==> src/rtl/asfw_map.svh <==
// Offsets, field positions and reset values of the axis status words
`ifndef ASFW_MAP_SVH
`define ASFW_MAP_SVH
`define ASFW_AXES 8
`define ASFW_SLOT_STRIDE 8
`define ASFW_LOCK_BUSY_BASE 11
`define ASFW_COMPLETION_BASE 12
`define ASFW_OFF_LOCK_BUSY 8'h00
`define ASFW_OFF_COMPLETION 8'h04
`define ASFW_OFF_IRQ_STATUS 8'h08
`define ASFW_OFF_IRQ_MASK 8'h0c
`define ASFW_OFF_SLOT 8'h10
`define ASFW_OFF_CONNECTED 8'h14
`define ASFW_OFF_WORD_LOC 8'h18
`define ASFW_LOCK_LSB 0
`define ASFW_BUSY_LSB 8
`define ASFW_OP_DONE_LSB 0
`define ASFW_HOME_DONE_LSB 8
`define ASFW_WORD_RESET 16'h0000
`define ASFW_MASK_RESET 16'h0000
`define ASFW_RESP_OKAY 2'b00
`define ASFW_RESP_SLVERR 2'b10
`endif

==> src/rtl/asfw_pkg.sv <==
// Types shared by the axis status word block
package asfw_pkg;
    typedef struct packed {
        logic [7:0] busy;
        logic [7:0] lock;
    } asfw_lock_busy_type;
    typedef struct packed {
        logic [7:0] home_done;
        logic [7:0] op_done;
    } asfw_completion_type;
    typedef struct packed {
        logic [7:0] servo_locked;
        logic [7:0] moving;
        logic [7:0] cmd_finished;
        logic [7:0] in_width;
        logic [7:0] auto_seq;
        logic [7:0] seq_all_done;
        logic [7:0] home_finished;
        logic [7:0] control_start;
    } asfw_axis_in_type;
    typedef enum logic [1:0] {
        ASFW_RD_IDLE = 2'b01,
        ASFW_RD_RESP = 2'b10
    } asfw_rd_state_type;
endpackage

==> src/rtl/asfw_status_words.sv <==
// Axis lock/busy and completion status words with AXI4-Lite access
`timescale 1ns/1ns
`include "asfw_map.svh"
module asfw_status_words
    import asfw_pkg::*;
(
    input wire logic aclk,
    input wire logic aresetn,
    input wire asfw_axis_in_type axis_in,
    input wire logic [7:0] axis_connected,
    input wire logic [31:0] s_axi_awaddr,
    input wire logic s_axi_awvalid,
    output logic s_axi_awready,
    input wire logic [31:0] s_axi_wdata,
    input wire logic [3:0] s_axi_wstrb,
    input wire logic s_axi_wvalid,
    output logic s_axi_wready,
    output logic [1:0] s_axi_bresp,
    output logic s_axi_bvalid,
    input wire logic s_axi_bready,
    input wire logic [31:0] s_axi_araddr,
    input wire logic s_axi_arvalid,
    output logic s_axi_arready,
    output logic [31:0] s_axi_rdata,
    output logic [1:0] s_axi_rresp,
    output logic s_axi_rvalid,
    input wire logic s_axi_rready,
    output logic irq,
    output asfw_lock_busy_type lock_busy_word,
    output asfw_completion_type completion_word
);

    // Word location of a status word for a given slot
    function automatic logic [7:0] word_loc(input logic [7:0] base, input logic [1:0] slot);
        word_loc = base + 8'(`ASFW_SLOT_STRIDE) * {6'h0, slot};
    endfunction

    // ************************************************************
    // Axis flags
    // ************************************************************
    logic [7:0] next_op_done;
    logic [7:0] next_home_done;
    logic [7:0] op_event;
    logic [7:0] home_event;
    logic [15:0] irq_status;
    logic [15:0] irq_mask;
    logic [1:0] slot;
    logic [15:0] clr_bits;
    logic do_write;
    logic [7:0] waddr;

    always_comb begin
        // Auto runs finish only when the whole table sequence is done
        op_event = axis_in.cmd_finished & axis_in.in_width
            & (~axis_in.auto_seq | axis_in.seq_all_done);
        home_event = axis_in.home_finished;
        // Start of a new control clears; a same-cycle finish wins
        next_op_done = ((completion_word.op_done & ~axis_in.control_start) | op_event)
            & axis_connected;
        next_home_done = ((completion_word.home_done & ~axis_in.control_start) | home_event)
            & axis_connected;
    end

    always_ff @(posedge aclk) begin
        if (!aresetn) begin
            lock_busy_word <= `ASFW_WORD_RESET;
            completion_word <= `ASFW_WORD_RESET;
        end else begin
            lock_busy_word.lock <= axis_in.servo_locked & axis_connected;
            lock_busy_word.busy <= axis_in.moving & axis_connected;
            completion_word.op_done <= next_op_done;
            completion_word.home_done <= next_home_done;
        end
    end

    a_op_done_hold: assert property (@(posedge aclk) disable iff (!aresetn)
        completion_word.op_done[0] && !axis_in.control_start[0] && axis_connected[0]
        |=> completion_word.op_done[0])
        else $error("Op done dropped early");
    a_home_done_hold: assert property (@(posedge aclk) disable iff (!aresetn)
        completion_word.home_done[7] && !axis_in.control_start[7] && axis_connected[7]
        |=> completion_word.home_done[7])
        else $error("Home done dropped early");
    a_op_done_set: assert property (@(posedge aclk) disable iff (!aresetn)
        axis_in.cmd_finished[0] && axis_in.in_width[0] && !axis_in.auto_seq[0]
        && axis_connected[0] |=> completion_word.op_done[0])
        else $error("Op done not set");
    a_auto_wait_seq: assert property (@(posedge aclk) disable iff (!aresetn)
        !completion_word.op_done[2] && axis_in.auto_seq[2] && !axis_in.seq_all_done[2]
        |=> !completion_word.op_done[2])
        else $error("Auto done before sequence");
    a_home_set: assert property (@(posedge aclk) disable iff (!aresetn)
        axis_in.home_finished[7] && axis_connected[7]
        |=> completion_word.home_done[7])
        else $error("Home done not set");
    a_lock_follow: assert property (@(posedge aclk) disable iff (!aresetn)
        $past(aresetn)
        |-> lock_busy_word.lock == ($past(axis_in.servo_locked) & $past(axis_connected)))
        else $error("Lock flags wrong");
    a_busy_follow: assert property (@(posedge aclk) disable iff (!aresetn)
        $past(aresetn)
        |-> lock_busy_word.busy == ($past(axis_in.moving) & $past(axis_connected)))
        else $error("Busy flags wrong");
    a_unconn_zero: assert property (@(posedge aclk) disable iff (!aresetn)
        !$past(axis_connected[7]) && $past(aresetn)
        |-> !completion_word.op_done[7] && !completion_word.home_done[7]
        && !lock_busy_word.busy[7] && !lock_busy_word.lock[7])
        else $error("Unconnected axis flag set");

    // ************************************************************
    // Interrupt status and mask
    // ************************************************************
    always_ff @(posedge aclk) begin
        if (!aresetn) begin
            irq_status <= `ASFW_WORD_RESET;
        end else begin
            // A new event wins over a write-one clear in the same cycle
            irq_status <= (irq_status & ~clr_bits)
                | {home_event & ~completion_word.home_done & axis_connected,
                   op_event & ~completion_word.op_done & axis_connected};
        end
    end

    always_ff @(posedge aclk) begin
        if (!aresetn) begin
            irq <= 1'b0;
        end else begin
            irq <= |(irq_status & irq_mask);
        end
    end

    // ************************************************************
    // AXI4-Lite write channel
    // ************************************************************
    logic aw_held;
    logic w_held;
    logic [7:0] aw_addr_q;
    logic [31:0] w_data_q;
    logic [3:0] w_strb_q;

    always_comb begin
        do_write = aw_held && w_held && !s_axi_bvalid;
        waddr = aw_addr_q;
        clr_bits = 16'h0000;
        if (do_write && waddr == `ASFW_OFF_IRQ_STATUS) begin
            clr_bits = {w_strb_q[1] ? w_data_q[15:8] : 8'h00,
                        w_strb_q[0] ? w_data_q[7:0] : 8'h00};
        end
    end

    always_ff @(posedge aclk) begin
        if (!aresetn) begin
            aw_held <= 1'b0;
            w_held <= 1'b0;
            aw_addr_q <= 8'h00;
            w_data_q <= 32'h0000_0000;
            w_strb_q <= 4'h0;
            s_axi_awready <= 1'b0;
            s_axi_wready <= 1'b0;
            s_axi_bvalid <= 1'b0;
            s_axi_bresp <= `ASFW_RESP_OKAY;
            irq_mask <= `ASFW_MASK_RESET;
            slot <= 2'h0;
        end else begin
            s_axi_awready <= !aw_held && !s_axi_awready && !s_axi_bvalid;
            s_axi_wready <= !w_held && !s_axi_wready && !s_axi_bvalid;
            if (s_axi_awvalid && s_axi_awready) begin
                aw_held <= 1'b1;
                aw_addr_q <= s_axi_awaddr[7:0];
            end
            if (s_axi_wvalid && s_axi_wready) begin
                w_held <= 1'b1;
                w_data_q <= s_axi_wdata;
                w_strb_q <= s_axi_wstrb;
            end
            if (do_write) begin
                aw_held <= 1'b0;
                w_held <= 1'b0;
                s_axi_bvalid <= 1'b1;
                s_axi_bresp <= `ASFW_RESP_OKAY;
                unique case (waddr)
                    `ASFW_OFF_IRQ_MASK: begin
                        if (w_strb_q[0]) irq_mask[7:0] <= w_data_q[7:0];
                        if (w_strb_q[1]) irq_mask[15:8] <= w_data_q[15:8];
                    end
                    `ASFW_OFF_SLOT: begin
                        if (w_strb_q[0]) slot <= w_data_q[1:0];
                    end
                    `ASFW_OFF_LOCK_BUSY, `ASFW_OFF_COMPLETION, `ASFW_OFF_IRQ_STATUS,
                    `ASFW_OFF_CONNECTED, `ASFW_OFF_WORD_LOC: begin
                    end
                    default: s_axi_bresp <= `ASFW_RESP_SLVERR;
                endcase
            end else if (s_axi_bvalid && s_axi_bready) begin
                s_axi_bvalid <= 1'b0;
            end
        end
    end

    // ************************************************************
    // AXI4-Lite read channel
    // ************************************************************
    asfw_rd_state_type rd_state;

    always_ff @(posedge aclk) begin
        if (!aresetn) begin
            rd_state <= ASFW_RD_IDLE;
            s_axi_arready <= 1'b0;
            s_axi_rvalid <= 1'b0;
            s_axi_rdata <= 32'h0000_0000;
            s_axi_rresp <= `ASFW_RESP_OKAY;
        end else begin
            unique case (rd_state)
                ASFW_RD_IDLE: begin
                    s_axi_arready <= !s_axi_arready;
                    if (s_axi_arvalid && s_axi_arready) begin
                        s_axi_arready <= 1'b0;
                        s_axi_rvalid <= 1'b1;
                        s_axi_rresp <= `ASFW_RESP_OKAY;
                        rd_state <= ASFW_RD_RESP;
                        unique case (s_axi_araddr[7:0])
                            `ASFW_OFF_LOCK_BUSY: s_axi_rdata <= {16'h0000, lock_busy_word};
                            `ASFW_OFF_COMPLETION: s_axi_rdata <= {16'h0000, completion_word};
                            `ASFW_OFF_IRQ_STATUS: s_axi_rdata <= {16'h0000, irq_status};
                            `ASFW_OFF_IRQ_MASK: s_axi_rdata <= {16'h0000, irq_mask};
                            `ASFW_OFF_SLOT: s_axi_rdata <= {30'h0, slot};
                            `ASFW_OFF_CONNECTED: s_axi_rdata <= {24'h0, axis_connected};
                            `ASFW_OFF_WORD_LOC: begin
                                // Input word numbers of both words for this slot
                                s_axi_rdata <= {16'h0000,
                                    word_loc(8'(`ASFW_COMPLETION_BASE), slot),
                                    word_loc(8'(`ASFW_LOCK_BUSY_BASE), slot)};
                            end
                            default: begin
                                s_axi_rdata <= 32'h0000_0000;
                                s_axi_rresp <= `ASFW_RESP_SLVERR;
                            end
                        endcase
                    end
                end
                ASFW_RD_RESP: begin
                    if (s_axi_rready) begin
                        s_axi_rvalid <= 1'b0;
                        rd_state <= ASFW_RD_IDLE;
                    end
                end
            endcase
        end
    end

    // ************************************************************
    // Completion clear, interrupt and bus checks
    // ************************************************************
    a_op_clear_start: assert property (@(posedge aclk) disable iff (!aresetn)
        completion_word.op_done[2] && axis_in.control_start[2] && !op_event[2]
        |=> !completion_word.op_done[2])
        else $error("Op done not cleared by start");
    a_home_clear_start: assert property (@(posedge aclk) disable iff (!aresetn)
        completion_word.home_done[7] && axis_in.control_start[7] && !home_event[7]
        |=> !completion_word.home_done[7])
        else $error("Home done not cleared by start");
    a_start_event_win: assert property (@(posedge aclk) disable iff (!aresetn)
        op_event[0] && axis_in.control_start[0] && axis_connected[0]
        |=> completion_word.op_done[0])
        else $error("Finish lost to start");
    a_reset_clear: assert property (@(posedge aclk) disable iff (!aresetn)
        !$past(aresetn)
        |-> completion_word == `ASFW_WORD_RESET && lock_busy_word == `ASFW_WORD_RESET && !irq)
        else $error("Flags not cleared by reset");
    a_irq_set: assert property (@(posedge aclk) disable iff (!aresetn)
        !completion_word.op_done[0] && op_event[0] && axis_connected[0]
        |=> irq_status[0])
        else $error("Completion event not latched");
    a_irq_sticky: assert property (@(posedge aclk) disable iff (!aresetn)
        irq_status[0] && !clr_bits[0]
        |=> irq_status[0])
        else $error("Status bit lost");
    a_irq_level: assert property (@(posedge aclk) disable iff (!aresetn)
        $past(aresetn)
        |-> irq == (|($past(irq_status) & $past(irq_mask))))
        else $error("Interrupt level wrong");
    a_resp_after_both: assert property (@(posedge aclk) disable iff (!aresetn)
        $rose(s_axi_bvalid)
        |-> $past(aw_held) && $past(w_held))
        else $error("Write answered early");
    a_no_accept_resp: assert property (@(posedge aclk) disable iff (!aresetn)
        s_axi_bvalid
        |-> !s_axi_awready && !s_axi_wready)
        else $error("Write taken during response");
    a_no_ar_resp: assert property (@(posedge aclk) disable iff (!aresetn)
        s_axi_rvalid
        |-> !s_axi_arready)
        else $error("Read taken during response");
    a_rdata_upper: assert property (@(posedge aclk) disable iff (!aresetn)
        s_axi_rvalid
        |-> s_axi_rdata[31:16] == 16'h0000)
        else $error("Read data upper half set");

endmodule

==> config.mk <==
export PLATFORM = sky130hd
export DESIGN_NAME = asfw_status_words
export DESIGN_NICKNAME = d
export VERILOG_FILES = /design/src/rtl/asfw_pkg.sv /design/src/rtl/asfw_status_words.sv
export VERILOG_INCLUDE_DIRS = /design/src /design/src/rtl
export SDC_FILE = /design/constraint.sdc
export NUM_CORES = 1
export LEC_CHECK = 0
export BUFFER_PORTS_ARGS = -buffer_cell sky130_fd_sc_hd__buf_2
export CORE_ASPECT_RATIO = 0.75
export CORE_UTILIZATION = 40
export CTS_CLUSTER_DIAMETER = 120
export CTS_CLUSTER_SIZE = 25
export DETAILED_ROUTE_END_ITERATION = 16
export PLACE_DENSITY_LB_ADDON = 0.08
export SLEW_MARGIN = 15
export SYNTH_ARGS = -nofsm -noshare
export SYNTH_HDL_FRONTEND = slang
export SYNTH_SLANG_ARGS = --single-unit
==> constraint.sdc <==
create_clock -name aclk -period 2.79 [get_ports aclk]
set_input_delay 0.1395 -clock aclk [delete_from_list [all_inputs] [get_ports aclk]]
set_output_delay 0.1395 -clock aclk [all_outputs]
set_load 0.01 [all_outputs]
==> impl_results.md <==
* Status: completed
* Hold WS at about 10 ps
* Placed Instances at 908
* Hold buffers post-CTS at 52
* Inserted Diodes at 0
* Post-route cell area at 0.007320 mm²
* Initial antenna violation count at 0
* First-pass GRT wire length at 23.98 mm
* Fraction of layout cells with a size suffix above 1 at 0.2603
* VDD IR-drop max at 0.4492 mV
* Synth Instances at 599
* Hold depth at 3
* Clk pin slew, worst setup/hold paths at 50 ps
* Synth area leader: dfxtp_1
* Clock Latency Late Sink at 410 ps
* Post-synthesis sequential area ratio at 0.4459
* Largest cells by area after synthesis: dfxtp_1 45%, nand2_1 6.7%, mux2i_1 4.7%
* Largest stage delay on the critical path at 600 ps
* Rows at 36
* Die Width at 135.5 µm
* Synth Area in XOR/XNOR at 0.001639
* Yosys reg bits at 119
* Worst-margin pin slew at around 900 ps
* Netlist cell types at 53
* CP Capture Type: register
* Critical Path Start Type: register
* RSZ-0062 raised after global routing: no
* Relative slew slack at 0.3985
* GR Util met1 at 0.3178
* Post-placement cell area at 0.006216 mm²
* DR vias/cell at 5.031
* Max clock buf depth at 2
* Layout Cells excl Fill at 993
* Fin. Hold Viols at 0
* Crit-path cells: or4_4 -> nor4_2 -> and3b_1 -> a31oi_1
* Delay-heaviest family, CP: simple AND/OR/NAND/NOR gates
* Min-Delay Path Class: input pin to register
* Reg2Reg Setup Slack at 670 ps
* Via count at 4996
* R2R depth at 4
* Main combinational cell family by area after synthesis: simple AND/OR/NAND/NOR gates
* Grt total ovfl at 0
* CP max-delay cell: or4_4
* Post-Synth Adder-Cell Area at 0.002342
* Routability Congestion at between 0.8 and 0.9
* Post-route ant nets at 0
* I/O Buffers at 168
* FF-to-FF Start: aw_addr_q[1]$_SDFFE_PN0P_
* # DRC at 0
* Reg-to-Reg End: irq_status[12]$_SDFF_PN0_
* Async S/R FF share, synth at 0
* Worst Path Arrival at 2390 ps
* Cell Area, Synth at 0.005343 mm²
* Max Transition Viols Final at 0
* Setup Viol. Count Final at 0
* Avg Cell Area, Syn at 8.919 µm²
* Compound-gate portion of the synthesized area at 0.1796
* Post-CTS Setup Bufs at 0
* Critical path class: register to register
* TNS Setup at 0 ps
* Largest net degree at the start of global routing at 100
* Commonest non-fill, non-tap cell in the layout: buf_2
* CTS Buf Count at 17
* Clock root cell: clkbuf_16
* Top-Level Pins at 253
* Fillers at roughly 1200
* Max Fclk at 471.4 MHz
* Mux contribution to synthesized area at 0.08267
* Simple-gate portion of the synthesized area at 0.2187
* Chip height at between 100 and 150 µm
* Hpwl dp at 11.35 mm
* Hold Path Origin: s_axi_awaddr[6]
* Area grow syn2layout at 37.00%
* Hold EP: aw_addr_q[6]$_SDFFE_PN0P_
* Met3 usage at 0.05308
* Avg WL per Cell at 15.86 µm
* Post-cts gate resize count at 0
* Top FF cell, synth: dfxtp_1
* Fin worst setup slack at between 600 and 700 ps
* CTS tree: built
* PwrDens at 607.3 mW/mm²
* Max Cap Violations at 0
* Most frequent cells in the layout: 168 x buf_2, 119 x dfxtp_1, 95 x nand2_1, 53 x dlygate4sd3_1, 31 x a21boi_0
* Die area at 0.01383 mm²
* Met2 usage at 0.3606
* Initial DRC Count at 276
* Worst slack, placed at 684.2 ps
* Synthesis Warnings at 0
* Vias in the first global route at 4578
* H-tree depth at 4
* First-pass DRT Iterations at 4
* Core area at 0.01302 mm²
* Clk sinks at 119
* Post-route minimum period at between 2000 and 2500 ps
* Layout Skew at 8.017 ps
* Initial core utilization at 0.4104
* GRT Total Usage at 0.2324
* Global route hottest layer: met2
* Crit-path max FO at 7
* Period utilization at 0.7604
* Worst Path Required at 3060 ps
* Yosys top cell area share at 0.4459
* Final WL at 15.75 mm
* Leakage Power at 3.268 nW
* Post-synth EDFFs at 0
* Nets at 989
* Critical path buffer and inverter count at 0
## cell usage after synthesis, types with 8 or more instances
cell      instances
nor2b_1          15
and3_1           18
o21ai_0          12
nor3b_1           8
a31oi_1          13
nand3_1          13
dfxtp_1         119
nand2_1          95
buf_4            18
inv_1            28
clkbuf_1         28
nand2b_1         13
a22o_1           10
a22oi_1          13
mux2i_1          25
a21boi_0         31
nor2_1           25
nor3_1            9
o21a_1            9
o211ai_1          9
a21oi_1          25
## logic make-up after synthesis
kind of cell               Yosys count
other                                1
AOI/OAI and AO/OA                  139
and+or+nand+nor                    225
buffers and inverters               77
adders and majority gates            1
xor gates and xnor gates             1
muxes                               36
DFF                                119
## layer usage
metal  wire, µm  share of wire
met4        204          0.013
met5          0              0
met2       6938           0.44
met1       7609           0.48
met3        998          0.063
## sequential cells by signal (all words and copies together) (netlist names), 2 cells and up
| signal | flops |
|---|---|
| aw_addr_q | 8 |
| completion_word | 16 |
| irq_mask | 16 |
| irq_status | 16 |
| lock_busy_word | 16 |
| s_axi_rdata | 16 |
| slot | 2 |
| w_data_q | 16 |
| w_strb_q | 2 |
## layout make-up
type,count,area (µm²),area share
multi-input cells,420,2659,0.3632
flip-flops and latches,119,2382,0.3255
repair buffers,223,1386,0.1894
clock buffers,25,505.5,0.06906
well taps,171,214.0,0.02923
inverters,28,105.1,0.01436
clock inverters,7,67.56,0.009231
## worst reg2reg max path, cell delays in order (launching register included)
cell and delay [ps]:
dfxtp_1 310, or4_4 600, nor4_2 420, and3b_1 490
a31oi_1 160
## worst max-delay path by stage
| stage | slack, ps | start | to | cells past startpoint |
|---|---|---|---|---|
| after floorplan | 890 | aw_addr_q[1]$_SDFFE_PN0P_ | irq_mask[0]$_SDFFE_PN0P_ | 5 |
| after global placement | 720 | aw_addr_q[1]$_SDFFE_PN0P_ | irq_mask[5]$_SDFFE_PN0P_ | 4 |
| after detailed placement | 680 | aw_addr_q[1]$_SDFFE_PN0P_ | irq_mask[1]$_SDFFE_PN0P_ | 4 |
| after CTS | 670 | aw_addr_q[1]$_SDFFE_PN0P_ | irq_mask[1]$_SDFFE_PN0P_ | 4 |
| after global routing | 560 | aw_addr_q[1]$_SDFFE_PN0P_ | irq_status[12]$_SDFF_PN0_ | 4 |
| final | 670 | aw_addr_q[1]$_SDFFE_PN0P_ | irq_status[12]$_SDFF_PN0_ | 4 |
## metrics by stage
step,power (mW),util
after CTS,4.473,0.5615
after global placement,2.317,0.4775
after detailed placement,2.332,0.4775
after global routing,4.627,0.5623
final,4.445,0.5623
after floorplan,2.157,-
## where the power goes
group / leakage (nW) / switching, mW / internal, mW / total (mW)
Combinational: 2.02 / 0.255 / 0.249 / 0.505
Sequential: 0.969 / 0.0732 / 1.78 / 1.85
Clock: 0.275 / 0.752 / 1.34 / 2.09
Total: 3.27 / 1.08 / 3.36 / 4.45
Power figures use the tool's default switching activity.
